**config.mk**
```make
export PLATFORM = sky130hd
export DESIGN_NAME = add_and_bitop_execute
export DESIGN_NICKNAME = d
export VERILOG_FILES = /design/src/add_and_bitop_pkg.sv /design/src/add_and_bitop_execute.sv
export VERILOG_INCLUDE_DIRS = /design/src
export SDC_FILE = /design/constraint.sdc
export NUM_CORES = 1
export LEC_CHECK = 0
export ABC_AREA = 1
export BUFFER_PORTS_ARGS = -buffer_cell sky130_fd_sc_hd__buf_2
export CAP_MARGIN = 30
export CORE_MARGIN = 5
export CORE_UTILIZATION = 40
export CTS_CLUSTER_DIAMETER = 40
export CTS_CLUSTER_SIZE = 30
export DETAILED_ROUTE_END_ITERATION = 7
export SYNTH_ARGS = -nofsm -noshare
export SYNTH_HDL_FRONTEND = slang
export SYNTH_SLANG_ARGS = --single-unit
```
**constraint.sdc**
```tcl
create_clock -name ref_clk -period 2.81 [get_ports ref_clk]
set_input_delay 0.281 -clock ref_clk [delete_from_list [all_inputs] [get_ports ref_clk]]
set_output_delay 0.281 -clock ref_clk [all_outputs]
set_load 0.05 [all_outputs]
```
**src/add_and_bitop_map.svh**
```systemverilog
// opcode codes, field sizes and flag reset values for the execute block
// assumes inclusion by bare name from the package and the module
`ifndef ADD_AND_BITOP_MAP_SVH
`define ADD_AND_BITOP_MAP_SVH
`define ADDR_W 7
`define DATA_W 8
`define BITPOS_W 3
`define NIBBLE_MSB 3
`define WORK_RESET 8'h00
`define DATA_RESET 8'h00
`define ADDR_RESET 7'h00
`define PULSE_IDLE 1'b0
`define ZERO_BYTE 8'h00
`define LSB_ONE 8'h01
`define FLAG_RESET 1'b0
`define DEST_ACC 1'b0
`define DEST_FILE 1'b1
`define OP_NONE 4'h0
`define OP_ADD_WITH_CARRY_REG 4'h1
`define OP_ADD_REG 4'h2
`define OP_ADD_IMM_WITH_CARRY 4'h3
`define OP_ADD_IMM 4'h4
`define OP_AND_REG 4'h5
`define OP_AND_IMM 4'h6
`define OP_BIT_CLEAR 4'h7
`define OP_BIT_SET 4'h8
`endif

```
**src/add_and_bitop_pkg.sv**
```systemverilog
// types used by the execute block; the testbench declares plain logic vectors
// assumes the map header is on the include path
`include "add_and_bitop_map.svh"
package add_and_bitop_pkg;
    typedef logic [3:0] opcode_t;
    typedef logic [`DATA_W-1:0] byte_t;
    typedef logic [`ADDR_W-1:0] faddr_t;
endpackage : add_and_bitop_pkg

```
**src/add_and_bitop_execute.sv**
```systemverilog
// single-cycle execute stage for add, and, bit set and bit clear
// assumes a decoder presents one instruction per ref_clk with opValid,
// and a file-register store that returns fileData for fileAddr combinationally
// the store applies fileWrite itself; nothing is forwarded here
`timescale 1ns/1ps
`default_nettype none
`include "add_and_bitop_map.svh"

// Overview of operation
// - adds file, working register and carry to destination; sets zero, nibble, carry flags
// - destination bit 0 writes working register, 1 writes file register back
// - file operand is a 7-bit address 0..127; destination is one bit
// - add reg: working + file without carry in, to destination; zero, nibble, carry flags
// - add imm with carry: working + immediate + carry to working; zero, nibble, carry flags
// - add imm: working + immediate to working; zero, nibble, carry flags; one cycle
// - and reg: working AND file to destination, only zero flag, one cycle
// - and imm: working AND immediate to working, only zero flag, one cycle
// - bit clear: zero selected bit 0..7 of file register, flags kept, one cycle
// - bit set: one selected bit 0..7 of file register, flags kept, one cycle
// - addition sets carry on carry out of bit 7, clears otherwise
// - nibble overflow flag kept beside carry and zero, updated by additions
module add_and_bitop_execute (
    input wire logic ref_clk,
    input wire logic reset,
    input wire logic opValid,
    input wire add_and_bitop_pkg::opcode_t opcode,
    input wire add_and_bitop_pkg::faddr_t fileAddr,
    input wire logic destSel,
    input wire logic [`BITPOS_W-1:0] bitPos,
    input wire add_and_bitop_pkg::byte_t immData,
    input wire add_and_bitop_pkg::byte_t fileData,
    output logic fileWrite,
    output add_and_bitop_pkg::faddr_t fileWriteAddr,
    output add_and_bitop_pkg::byte_t fileWriteData,
    output add_and_bitop_pkg::byte_t working_register,
    output logic carryFlag,
    output logic nibble_overflow_flag,
    output logic zeroFlag,
    output logic opDone
);
    typedef enum {ADD_KIND, AND_KIND, BIT_KIND, NO_KIND} kind_t;

    // sum with carry outs of bit 3 and bit 7
    function automatic logic [`DATA_W+1:0] add3(input add_and_bitop_pkg::byte_t a,
                                               input add_and_bitop_pkg::byte_t b, input logic cin);
        logic [`NIBBLE_MSB+1:0] low;
        logic [`DATA_W:0] full;
        low = {1'b0, a[`NIBBLE_MSB:0]} + {1'b0, b[`NIBBLE_MSB:0]} + (`NIBBLE_MSB+2)'(cin);
        full = {1'b0, a} + {1'b0, b} + (`DATA_W+1)'(cin);
        add3 = {full[`DATA_W], low[`NIBBLE_MSB+1], full[`DATA_W-1:0]};
    endfunction : add3

    // true when a result byte is all zeros
    function automatic logic is_zero(input add_and_bitop_pkg::byte_t v);
        is_zero = (v == `ZERO_BYTE);
    endfunction : is_zero

    // one-hot mask for a bit position inside a byte
    function automatic add_and_bitop_pkg::byte_t bit_mask(input logic [`BITPOS_W-1:0] pos);
        bit_mask = `LSB_ONE << pos;
    endfunction : bit_mask

    add_and_bitop_pkg::byte_t next_working_register;
    add_and_bitop_pkg::byte_t next_fileWriteData;
    add_and_bitop_pkg::byte_t result;
    add_and_bitop_pkg::byte_t operandB;
    add_and_bitop_pkg::faddr_t next_fileWriteAddr;
    logic [`DATA_W+1:0] sum;
    logic next_fileWrite;
    logic next_carryFlag;
    logic next_nibble_overflow_flag;
    logic next_zeroFlag;
    logic next_opDone;
    logic useCarry;
    logic toFile;
    kind_t kind;

    always_comb begin
        kind = NO_KIND;
        useCarry = 1'b0;
        toFile = 1'b0;
        operandB = fileData;
        case (opcode)
            `OP_ADD_WITH_CARRY_REG: begin
                kind = ADD_KIND;
                useCarry = 1'b1;
                toFile = (destSel == `DEST_FILE);
            end
            `OP_ADD_REG: begin
                kind = ADD_KIND;
                toFile = (destSel == `DEST_FILE);
            end
            `OP_ADD_IMM_WITH_CARRY: begin
                kind = ADD_KIND;
                useCarry = 1'b1;
                operandB = immData;
            end
            `OP_ADD_IMM: begin
                kind = ADD_KIND;
                operandB = immData;
            end
            `OP_AND_REG: begin
                kind = AND_KIND;
                toFile = (destSel == `DEST_FILE);
            end
            `OP_AND_IMM: begin
                kind = AND_KIND;
                operandB = immData;
            end
            `OP_BIT_CLEAR, `OP_BIT_SET: begin
                kind = BIT_KIND;
                toFile = 1'b1;
            end
            default: begin
                kind = NO_KIND;
            end
        endcase
        if (!opValid) begin
            kind = NO_KIND;
        end
    end

    // sum and result byte of the current instruction
    always_comb begin
        sum = add3(working_register, operandB, useCarry & carryFlag);
        result = fileData;
        case (kind)
            ADD_KIND: begin
                result = sum[`DATA_W-1:0];
            end
            AND_KIND: begin
                result = working_register & operandB;
            end
            BIT_KIND: begin
                if (opcode == `OP_BIT_SET) begin
                    result = fileData | bit_mask(bitPos);
                end else begin
                    result = fileData & ~bit_mask(bitPos);
                end
            end
            default: begin
                result = fileData;
            end
        endcase
    end

    // working register group
    always_comb begin
        next_working_register = working_register;
        if (kind != NO_KIND && !toFile) begin
            next_working_register = result;
        end
    end

    always_ff @(posedge ref_clk or posedge reset) begin
        if (reset) begin
            working_register <= `WORK_RESET;
        end else begin
            working_register <= next_working_register;
        end
    end

    // status flags: adds set all three, ands only zero, bit ops none
    always_comb begin
        next_carryFlag = carryFlag;
        next_nibble_overflow_flag = nibble_overflow_flag;
        next_zeroFlag = zeroFlag;
        case (kind)
            ADD_KIND: begin
                next_carryFlag = sum[`DATA_W+1];
                next_nibble_overflow_flag = sum[`DATA_W];
                next_zeroFlag = is_zero(result);
            end
            AND_KIND: begin
                next_zeroFlag = is_zero(result);
            end
            default: begin
                next_zeroFlag = zeroFlag;
            end
        endcase
    end

    always_ff @(posedge ref_clk or posedge reset) begin
        if (reset) begin
            carryFlag <= `FLAG_RESET;
            nibble_overflow_flag <= `FLAG_RESET;
            zeroFlag <= `FLAG_RESET;
        end else begin
            carryFlag <= next_carryFlag;
            nibble_overflow_flag <= next_nibble_overflow_flag;
            zeroFlag <= next_zeroFlag;
        end
    end

    // write-back port: one-cycle strobe, address and data hold between writes
    always_comb begin
        next_fileWrite = `PULSE_IDLE;
        next_fileWriteAddr = fileWriteAddr;
        next_fileWriteData = fileWriteData;
        if (kind != NO_KIND && toFile) begin
            next_fileWrite = 1'b1;
            next_fileWriteAddr = fileAddr;
            next_fileWriteData = result;
        end
    end

    always_ff @(posedge ref_clk or posedge reset) begin
        if (reset) begin
            fileWrite <= `PULSE_IDLE;
            fileWriteAddr <= `ADDR_RESET;
            fileWriteData <= `DATA_RESET;
        end else begin
            fileWrite <= next_fileWrite;
            fileWriteAddr <= next_fileWriteAddr;
            fileWriteData <= next_fileWriteData;
        end
    end

    // one done pulse per accepted instruction
    always_comb begin
        next_opDone = (kind != NO_KIND);
    end

    always_ff @(posedge ref_clk or posedge reset) begin
        if (reset) begin
            opDone <= `PULSE_IDLE;
        end else begin
            opDone <= next_opDone;
        end
    end
endmodule : add_and_bitop_execute
`default_nettype wire

```
==> results.sh, run 1 <==
export IMPL_wl_met1_um=2710
export IMPL_antennaDiodeCount=0
export IMPL_seq_area_frac_synth_pct=32.9
export IMPL_combPwrFrac_pct=57.0
export IMPL_synth_top_area_share_pct=32.9
export IMPL_cts_buffers=3
export IMPL_highest_layer="met4"
export IMPL_route_detailed_drc=0
export IMPL_clkPwrFrac_pct=14.5
export IMPL_std_cell_rows=26
export IMPL_final_design_area_no_fill_um2=2710
export IMPL_power_uw=2170
export IMPL_yosys_warnings=0
export IMPL_dp_cells=460
export IMPL_io_buffers=61
export IMPL_cts_tree="done"
export IMPL_status="finished clean"
export IMPL_synth_area_leaders="dfrtp_1 (33%), nand2_1 (20%), inv_1 (6.4%)"
export IMPL_drv_slew=0
export IMPL_num_vias=2205
export IMPL_clk_latency_ns=0.27
export IMPL_yosys_register_bits=28
export IMPL_crit_path_start_kind="input port"
export IMPL_cts_sink_count=28
export IMPL_avgSynthCellArea_um2=6.67
export IMPL_report_final_hold_viol_count=0
export IMPL_syn_nets=363
export IMPL_max_freq_mhz=387
export IMPL_first_iter_violations=114
export IMPL_vdd_drop_max_mv=0.658
export IMPL_pwr_share_seq_pct=28.6
export IMPL_route_detailed_wl_per_inst_um=12.5
export IMPL_clk_pin_slew_ns=0.09
export IMPL_power_leakage_uw=0.00154
export IMPL_swShare_pct=50.5
export IMPL_p_switching_uw=1100
export IMPL_via_per_inst=4.75
export IMPL_grt_pass1_vias=2112
export IMPL_fin_skew_ns=0.00153
export IMPL_wl_met3_um=429
export IMPL_grt_max_degree=22
export IMPL_ant_nets=0
export IMPL_path_max_fanout=3
export IMPL_cap_viol_max_count=0
export IMPL_crit_type="input port to flop"
export IMPL_die_w_um=82.9
export IMPL_cts_setup_buffers=0
export IMPL_tns_ns=0
export IMPL_core_um2=5140
export IMPL_synthDistinctLibCells=27
export IMPL_min_period_ns=2.59
export IMPL_die_y_um=82.9
export IMPL_synth_cell_area_um2=2130
export IMPL_placed_area_um2=2630
export IMPL_grt_usage_pct=17.0
export IMPL_grt_setup_unrepaired="no"
export IMPL_min_period_over_period_pct=92.0
export IMPL_dp_hpwl_um=4890
export IMPL_route_met2_wl_um=2630
export IMPL_synth_top_area_cell="dfrtp_1"
export IMPL_gp_congestion=0.908
export IMPL_cts_hold_buf=0
export IMPL_max_slew_margin_rel_pct=60.7
export IMPL_final_common_cell="nand2_1"
export IMPL_layout_drive_gt1_share_pct=27.4
export IMPL_start_util_pct=41.4
export IMPL_worst_slew_pin_slew_ns=0.589
export IMPL_fin_nets=439
export IMPL_htree_levels=1
export IMPL_grt_remaining_overflow=0
export IMPL_final_cells=464
export IMPL_cts_root_buf="clkbuf_8"
export IMPL_final_cell_mix="nand2_1 (114), buf_2 (61), inv_1 (36)"
export IMPL_power_density_nw_per_um2=802
export IMPL_io_pins=62
export IMPL_die_area_um2=6880
export IMPL_grt_first_pass_wirelength_um=9780
export IMPL_drt_total_wl_um=5820
export IMPL_grt_antenna_before_repair=0
export IMPL_drtPass1Iterations=5
export IMPL_arrival_ns=2.80
export IMPL_area_growth_pct=27.5
export IMPL_synth_cells=319
export IMPL_setup_viol=0
export IMPL_cts_buffer_depth=2
export IMPL_p_int_uw=1080
export IMPL_end_kind="flop"
export IMPL_required_ns=3.03
export IMPL_hold_class="input port to async pin"
sequential cells by signal (all words and copies together), names as in the netlist:
signal / cells
zeroFlag: 1
fileWriteAddr: 7
carryFlag: 1
opDone: 1
fileWrite: 1
nibble_overflow_flag: 1
fileWriteData: 8
working_register: 8
path summary, 6_finish.rpt:
path	startpoint	end	slack, ns	cells after the start
min in group ref_clk	fileAddr[5]	fileWriteAddr[5]$_DFFE_PP0P_	0.20	3
setup / recovery	opcode[3]	zeroFlag$_DFFE_PP0P_	0.22	18
hold reg to reg	fileWriteAddr[4]$_DFFE_PP0P_	fileWriteAddr[4]$_DFFE_PP0P_	0.47	2
setup reg to reg	carryFlag$_DFFE_PP0P_	zeroFlag$_DFFE_PP0P_	0.50	16
hold / removal	reset	fileWriteData[2]$_DFFE_PP0P_	0.05	2
max in group asynchronous	reset	zeroFlag$_DFFE_PP0P_	2.28	3
Yosys cell counts (all sizes together):
master  instances
nand3b          1
clkbuf          2
mux2            4
nor3            5
buf             4
ha              8
inv            40
nor2           40
nand2         117
a21oi           6
nand3          17
nor4            1
o21ai          36
a22oi           1
dfrtp          28
fa              2
xor2            1
nand4           6
layer usage:
metal / track usage, % / up-vias
li1: - / 1162
met4: 3.71 / 0
met1: 23.1 / 954
met2: 28.4 / 83
met3: 2.57 / 6
met5: 0 / -
final cells by class:
class,count,area (µm²)
timing repair buffer,77,445
tap,70,87.6
multi-input combinational,245,1260
inverter,40,150
clock buffer,3,41.3
fill,543,2430
clock inverter,1,30.0
sequential,28,701
power groups by stage:
stage	sequential [µW]	combinational, µW	clock (µW)
3_3_place_gp	626	1230	0
6_report	621	1240	315
5_1_grt	640	1350	342
4_1_cts	624	1240	321
2_1_floorplan	1080	439	0
3_5_place_dp	629	1240	0
per-stage QoR:
step / hold WS [ns] / utilization (%) / worst slack (ns)
after floorplan: 0.346 / - / 0.148
after global placement: 0.452 / 50.6 / -0.280
after detailed placement: 0.369 / 51.2 / -0.278
after CTS: 0.0641 / 52.6 / 0.000117
after global routing: 0.0955 / 52.8 / 0.0483
final: 0.0532 / 52.8 / 0.225
kinds of logic after synthesis:
family                     Yosys count  share of synthesized area (%)
xor gates and xnor gates             1                          0.412
DFF                                 28                           32.9
adders and majority gates           10                           6.59
muxes                                4                           2.12
AOI/OAI and AO/OA                   43                           10.8
and+or+nand+nor                    187                           38.7
buffers and inverters               46                           8.47
worst max-delay path, cell delays in order:
cell and delay (ns):
buf_2 0.12, nor2_2 0.13, nand2_1 0.09, o21ai_2 0.08
mux2_2 0.39, fa_1 0.45, fa_2 0.38, nand2_1 0.10
nand3b_1 0.07, nand2_1 0.07, inv_1 0.04, nand4_1 0.06
nand2_1 0.07, nor2_2 0.14, nand2_1 0.07, nor2_1 0.12
nand3_1 0.08, nand2_1 0.06
repair_timing:
action	CTS	global route
hold endpoints to repair	0	0
setup endpoints to repair	0	7
gates resized for setup	0	5
No activity file was read; power rests on OpenSTA's default activity.
==> run 2, diff against run 1 <==
--- a/config.mk
+++ b/config.mk
@@ -9,6 +9,7 @@
 export ABC_AREA = 1
 export BUFFER_PORTS_ARGS = -buffer_cell sky130_fd_sc_hd__buf_2
 export CAP_MARGIN = 30
+export CORE_ASPECT_RATIO = 0.7
 export CORE_MARGIN = 5
 export CORE_UTILIZATION = 40
 export CTS_CLUSTER_DIAMETER = 40
==> constraint.sdc (replaced) <==
create_clock -name ref_clk -period 3 [get_ports ref_clk]
set_input_delay 0.3 -clock ref_clk [delete_from_list [all_inputs] [get_ports ref_clk]]
set_output_delay 0.3 -clock ref_clk [all_outputs]
set_load 0.05 [all_outputs]
==> results.sh, run 2 (synthesis results as in run 1) <==
export IMPL_end_kind="flop"
export IMPL_grt_pass1_vias=2014
export IMPL_finalWorstSetupSlack_ns=0.232
export IMPL_dp_slack_ns=-0.107
export IMPL_fin_skew_ns=0.00373
export IMPL_max_stage_delay_ns=0.45
export IMPL_grt_usage_pct=17.4
export IMPL_ant_nets=0
export IMPL_power_leakage_uw=0.00151
export IMPL_cts_setup_buffers=0
export IMPL_timing_hold_ws_ns=0.225
export IMPL_grt_max_degree=24
export IMPL_report_final_hold_viol_count=0
export IMPL_route_detailed_wl_per_inst_um=12.8
export IMPL_max_slew_margin_rel_pct=68.0
export IMPL_cap_viol_max_count=0
export IMPL_area_growth_pct=24.9
export IMPL_setup_viol=0
export IMPL_path_max_fanout=3
export IMPL_drt_total_wl_um=5920
export IMPL_top_regs="fileWriteData: 8 flops, working_register: 8 flops, fileWriteAddr: 7 flops"
export IMPL_first_iter_violations=104
export IMPL_grt_remaining_overflow=0
export IMPL_arrival_ns=2.98
export IMPL_die_y_um=71.0
export IMPL_htree_levels=1
export IMPL_start_util_pct=40.9
export IMPL_vdd_drop_max_mv=0.494
export IMPL_final_common_cell="nand2_1"
export IMPL_grt_setup_unrepaired="no"
export IMPL_io_buffers=61
export IMPL_min_period_ns=2.77
export IMPL_cts_tree="done"
export IMPL_dp_hpwl_um=4960
export IMPL_grt_antenna_before_repair=0
export IMPL_layout_drive_gt1_share_pct=25.7
export IMPL_cp_slowest_cell="fa_1"
export IMPL_die_area_um2=6900
export IMPL_grt_first_pass_wirelength_um=9870
export IMPL_final_cell_mix="nand2_1 (114), buf_2 (61), inv_1 (36)"
export IMPL_die_w_um=97.2
export IMPL_fin_nets=434
export IMPL_cts_buffers=3
export IMPL_hold_class="input port to flop"
export IMPL_path_cells="buf_2 > inv_1 > nand2_1 > o21ai_0 > mux2_2 > fa_1 > fa_2 > xor2_1 > nand4_1 > nand2_1 > nor2_2 > nand2_1 > nor2_1 > nand3_1 > nand2_1"
export IMPL_num_vias=2211
export IMPL_crit_type="input port to flop"
export IMPL_clk_latency_ns=0.27
export IMPL_crit_path_start_kind="input port"
export IMPL_n_fill_cell=544
export IMPL_clk_pin_slew_ns=0.08
export IMPL_core_um2=5200
export IMPL_gp_congestion=0.903
export IMPL_cts_buffer_depth=2
export IMPL_worst_slew_pin_slew_ns=0.479
export IMPL_drv_slew=0
export IMPL_status="finished clean"
export IMPL_max_freq_mhz=361
export IMPL_cts_root_buf="clkbuf_8"
export IMPL_route_detailed_drc=0
export IMPL_cts_sink_count=28
export IMPL_std_cell_rows=22
export IMPL_drtPass1Iterations=5
export IMPL_power_density_nw_per_um2=731
export IMPL_io_pins=62
export IMPL_required_ns=3.21
export IMPL_min_period_over_period_pct=92.3
export IMPL_power_uw=1940
export IMPL_antennaDiodeCount=0
export IMPL_via_per_inst=4.80
export IMPL_cp_common_cell="nand2_1"
[run 2: cell count changes in the layout (fill, tap and decap cells not counted)]
cell and delta:
buf_4 -6, bufinv_16 -1, clkbuf_8 +1, dlygate4sd3_1 +1, nor2_1 +1, nor2_2 -1
o21ai_0 +1, o21ai_2 -1
[run 2: layer usage]
layer | wire, µm | GRT usage [%] | up-vias
li1 | - | - | 1157
met1 | 3090 | 27.3 | 980
met2 | 2420 | 25.3 | 72
met3 | 400 | 3.55 | 2
met4 | 14 | 1.87 | 0
met5 | 0 | 0 | -
[run 2: path summary, 6_finish.rpt]
check                                              from                           end  slack, ns  depth (start not counted)
min in group asynchronous                         reset          zeroFlag$_DFFE_PP0P_       0.51                          3
min                                         fileAddr[3]  fileWriteAddr[3]$_DFFE_PP0P_       0.22                          3
max                                           opcode[3]          zeroFlag$_DFFE_PP0P_       0.23                         15
min reg2reg                fileWriteAddr[6]$_DFFE_PP0P_  fileWriteAddr[6]$_DFFE_PP0P_       0.47                          2
max in group asynchronous                         reset  fileWriteAddr[3]$_DFFE_PP0P_       2.08                          4
max reg2reg                       carryFlag$_DFFE_PP0P_          zeroFlag$_DFFE_PP0P_       0.64                         12
[run 2: area by class of cell]
cell class | instances | area (µm²) | area share (%)
flip-flops and latches | 28 | 701 | 26.4
clock buffers | 4 | 55.1 | 2.07
well taps | 72 | 90.1 | 3.39
multi-input cells | 245 | 1250 | 47.1
inverters | 40 | 150 | 5.65
repair buffers | 72 | 410 | 15.4
[run 2: stage by stage]
step | std cells | utilization [%] | area, µm² | TNS [ns]
2_1_floorplan | 319 | - | 2130 | 0
3_3_place_gp | 455 | 49.2 | 2560 | -0.0595
3_5_place_dp | 456 | 49.7 | 2590 | -0.175
4_1_cts | 461 | 51.0 | 2650 | 0
5_1_grt | 461 | 51.1 | 2660 | 0
6_report | 461 | 51.1 | 2660 | 0
[run 2: power by group]
part	switching [µW]	internal [µW]
combinational	825	313
sequential	81.6	499
clock	106	117
[run 2: critical path, delay by kind of cell]
family | cells | cell delay, ns
multiplexers | 1 | 0.42
AND/OR/NAND/NOR | 8 | 0.78
AO/OA/AOI/OAI | 1 | 0.31
buffers and inverters | 2 | 0.15
adder cells (fa/ha/maj) | 2 | 0.84
XOR/XNOR | 1 | 0.17
[run 2: repair_timing]
| item | 4_1_cts | 5_1_grt |
|---|---|---|
| setup endpoints to repair | 0 | 1 |
| hold buffers | 1 | 0 |
| resized for setup | 0 | 2 |
| hold endpoints to repair | 5 | 0 |
==> run 3, diff against run 2 <==
--- a/config.mk
+++ b/config.mk
@@ -11,10 +11,11 @@
 export CAP_MARGIN = 30
 export CORE_ASPECT_RATIO = 0.7
 export CORE_MARGIN = 5
-export CORE_UTILIZATION = 40
+export CORE_UTILIZATION = 45
 export CTS_CLUSTER_DIAMETER = 40
 export CTS_CLUSTER_SIZE = 30
 export DETAILED_ROUTE_END_ITERATION = 7
+export PLACE_DENSITY = 0.71
 export SYNTH_ARGS = -nofsm -noshare
 export SYNTH_HDL_FRONTEND = slang
 export SYNTH_SLANG_ARGS = --single-unit
==> results.sh, run 3 (synthesis results as in run 1) <==
export IMPL_clk_latency_ns=0.27
export IMPL_crit_type="input port to flop"
export IMPL_htree_levels=1
export IMPL_worst_slew_pin_slew_ns=0.460
export IMPL_crit_family="simple AND/OR/NAND/NOR gates"
export IMPL_final_design_area_no_fill_um2=2610
export IMPL_grt_remaining_overflow=0
export IMPL_fin_nets=430
export IMPL_max_slew_margin_rel_pct=69.3
export IMPL_final_cells=440
export IMPL_io_pins=62
export IMPL_pwr_share_seq_pct=29.8
export IMPL_tns_ns=0
export IMPL_grt_usage_pct=19.0
export IMPL_start_util_pct=47.8
export IMPL_max_freq_mhz=362
export IMPL_core_um2=4450
export IMPL_power_density_nw_per_um2=747
export IMPL_antennaDiodeCount=0
export IMPL_setup_viol=0
export IMPL_cts_setup_buffers=0
export IMPL_end_kind="flop"
export IMPL_placed_area_um2=2540
export IMPL_die_area_um2=6220
export IMPL_required_ns=3.22
export IMPL_ant_nets=0
export IMPL_status="finished with violations"
export IMPL_drv_slew=0
export IMPL_p_int_uw=919
export IMPL_clkPwrFrac_pct=12.0
export IMPL_area_growth_pct=22.5
export IMPL_num_vias=2266
export IMPL_final_common_cell="nand2_1"
export IMPL_report_final_hold_viol_count=8
export IMPL_final_cell_mix="nand2_1 (114), buf_2 (61), inv_1 (36)"
export IMPL_top_regs="fileWriteData: 8 flops, working_register: 8 flops, fileWriteAddr: 7 flops"
export IMPL_path_cells="buf_2 > nor2_1 > nand2_1 > o21ai_2 > mux2_2 > fa_1 > fa_2 > nand2_1 > nand3b_1 > nand2_1 > inv_1 > nand4_1 > nand2_1 > nor2_1 > nand2_1 > nor2_1 > nand3_1 > nand2_1"
export IMPL_drt_total_wl_um=5880
export IMPL_swShare_pct=52.8
export IMPL_timing_hold_ws_ns=-0.00526
export IMPL_cp_common_cell="nand2_1"
export IMPL_via_per_inst=5.15
export IMPL_dp_slack_ns=-0.135
export IMPL_crit_path_start_kind="input port"
export IMPL_route_detailed_drc=0
export IMPL_p_switching_uw=1030
export IMPL_die_w_um=92.2
export IMPL_combPwrFrac_pct=58.2
export IMPL_layout_drive_gt1_share_pct=25.2
export IMPL_io_buffers=61
export IMPL_max_stage_delay_ns=0.44
export IMPL_hold_class="input port to async pin"
export IMPL_clk_pin_slew_ns=0.09
export IMPL_arrival_ns=2.98
export IMPL_grt_pass1_vias=1956
export IMPL_dp_cells=436
export IMPL_cts_buffer_depth=2
export IMPL_cts_buffers=3
export IMPL_fin_skew_ns=0.00435
export IMPL_grt_setup_unrepaired="no"
export IMPL_cap_viol_max_count=0
export IMPL_r2r_slack_ns=0.59
export IMPL_dp_hpwl_um=4890
export IMPL_grt_max_degree=22
export IMPL_failed_checks="negative hold slack"
export IMPL_grt_antenna_before_repair=0
export IMPL_path_max_fanout=3
export IMPL_die_y_um=67.5
export IMPL_min_period_over_period_pct=92.0
export IMPL_finalWorstSetupSlack_ns=0.239
export IMPL_first_iter_violations=197
export IMPL_vdd_drop_max_mv=0.544
export IMPL_drtPass1Iterations=6
export IMPL_gp_congestion=1.03
export IMPL_route_detailed_wl_per_inst_um=13.4
export IMPL_min_period_ns=2.76
export IMPL_cts_sink_count=28
export IMPL_timing_rr_end="zeroFlag$_DFFE_PP0P_"
export IMPL_cp_slowest_cell="fa_1"
export IMPL_n_fill_cell=449
export IMPL_cp_num_buf_inv=2
export IMPL_power_leakage_uw=0.00149
export IMPL_cts_tree="done"
export IMPL_reg2regPathDepth=15
export IMPL_std_cell_rows=20
export IMPL_grt_first_pass_wirelength_um=9380
export IMPL_rr_startpoint="carryFlag$_DFFE_PP0P_"
export IMPL_cts_root_buf="clkbuf_8"
-- run 3: layer usage --
| metal | vias to the layer above | track usage, % | routed length [µm] | part of all wire (%) |
|---|---|---|---|---|
| met5 | - | 0 | 0 | 0 |
| met4 | 0 | 1.85 | 24 | 0.41 |
| met3 | 4 | 4.57 | 494 | 8.4 |
| met2 | 104 | 28.8 | 2490 | 42 |
| met1 | 1012 | 28.4 | 2870 | 49 |
| li1 | 1146 | - | - | - |
-- run 3: cell type report --
cell class	instances	area [µm²]	area share, %
Tap cell	55	68.8	2.64
Timing Repair Buffer	68	378	14.5
Inverter	40	150	5.76
Multi-Input combinational cell	245	1250	48.1
Clock buffer	4	55.1	2.11
Sequential cell	28	701	26.9
-- run 3: power groups by stage --
stage | Sequential [µW] | Clock, µW | Combinational (µW)
6_report | 581 | 234 | 1130
5_1_grt | 600 | 251 | 1220
4_1_cts | 582 | 234 | 1130
3_5_place_dp | 587 | 0 | 1130
3_3_place_gp | 584 | 0 | 1110
2_1_floorplan | 1020 | 0 | 411
-- run 3: worst max path at each step --
stage                   start              endpoint  depth (start not counted)
finish              opcode[3]  zeroFlag$_DFFE_PP0P_                         18
global route        opcode[2]  zeroFlag$_DFFE_PP0P_                         18
CTS                 opcode[3]  zeroFlag$_DFFE_PP0P_                         18
detailed placement  opcode[3]  zeroFlag$_DFFE_PP0P_                         18
global placement    opcode[3]  zeroFlag$_DFFE_PP0P_                         18
floorplan           opcode[3]  zeroFlag$_DFFE_PP0P_                         14
-- run 3: metrics by stage --
stage               power, µW  util [%]
floorplan                1430         -
finish                   1950      58.5
global route             2070      58.5
global placement         1690      56.5
detailed placement       1720      57.1
CTS                      1950      58.3
-- run 3: what timing repair did --
action	4_1_cts	5_1_grt
hold buffers	0	0
resized for setup	0	3
setup endpoints to repair	0	3
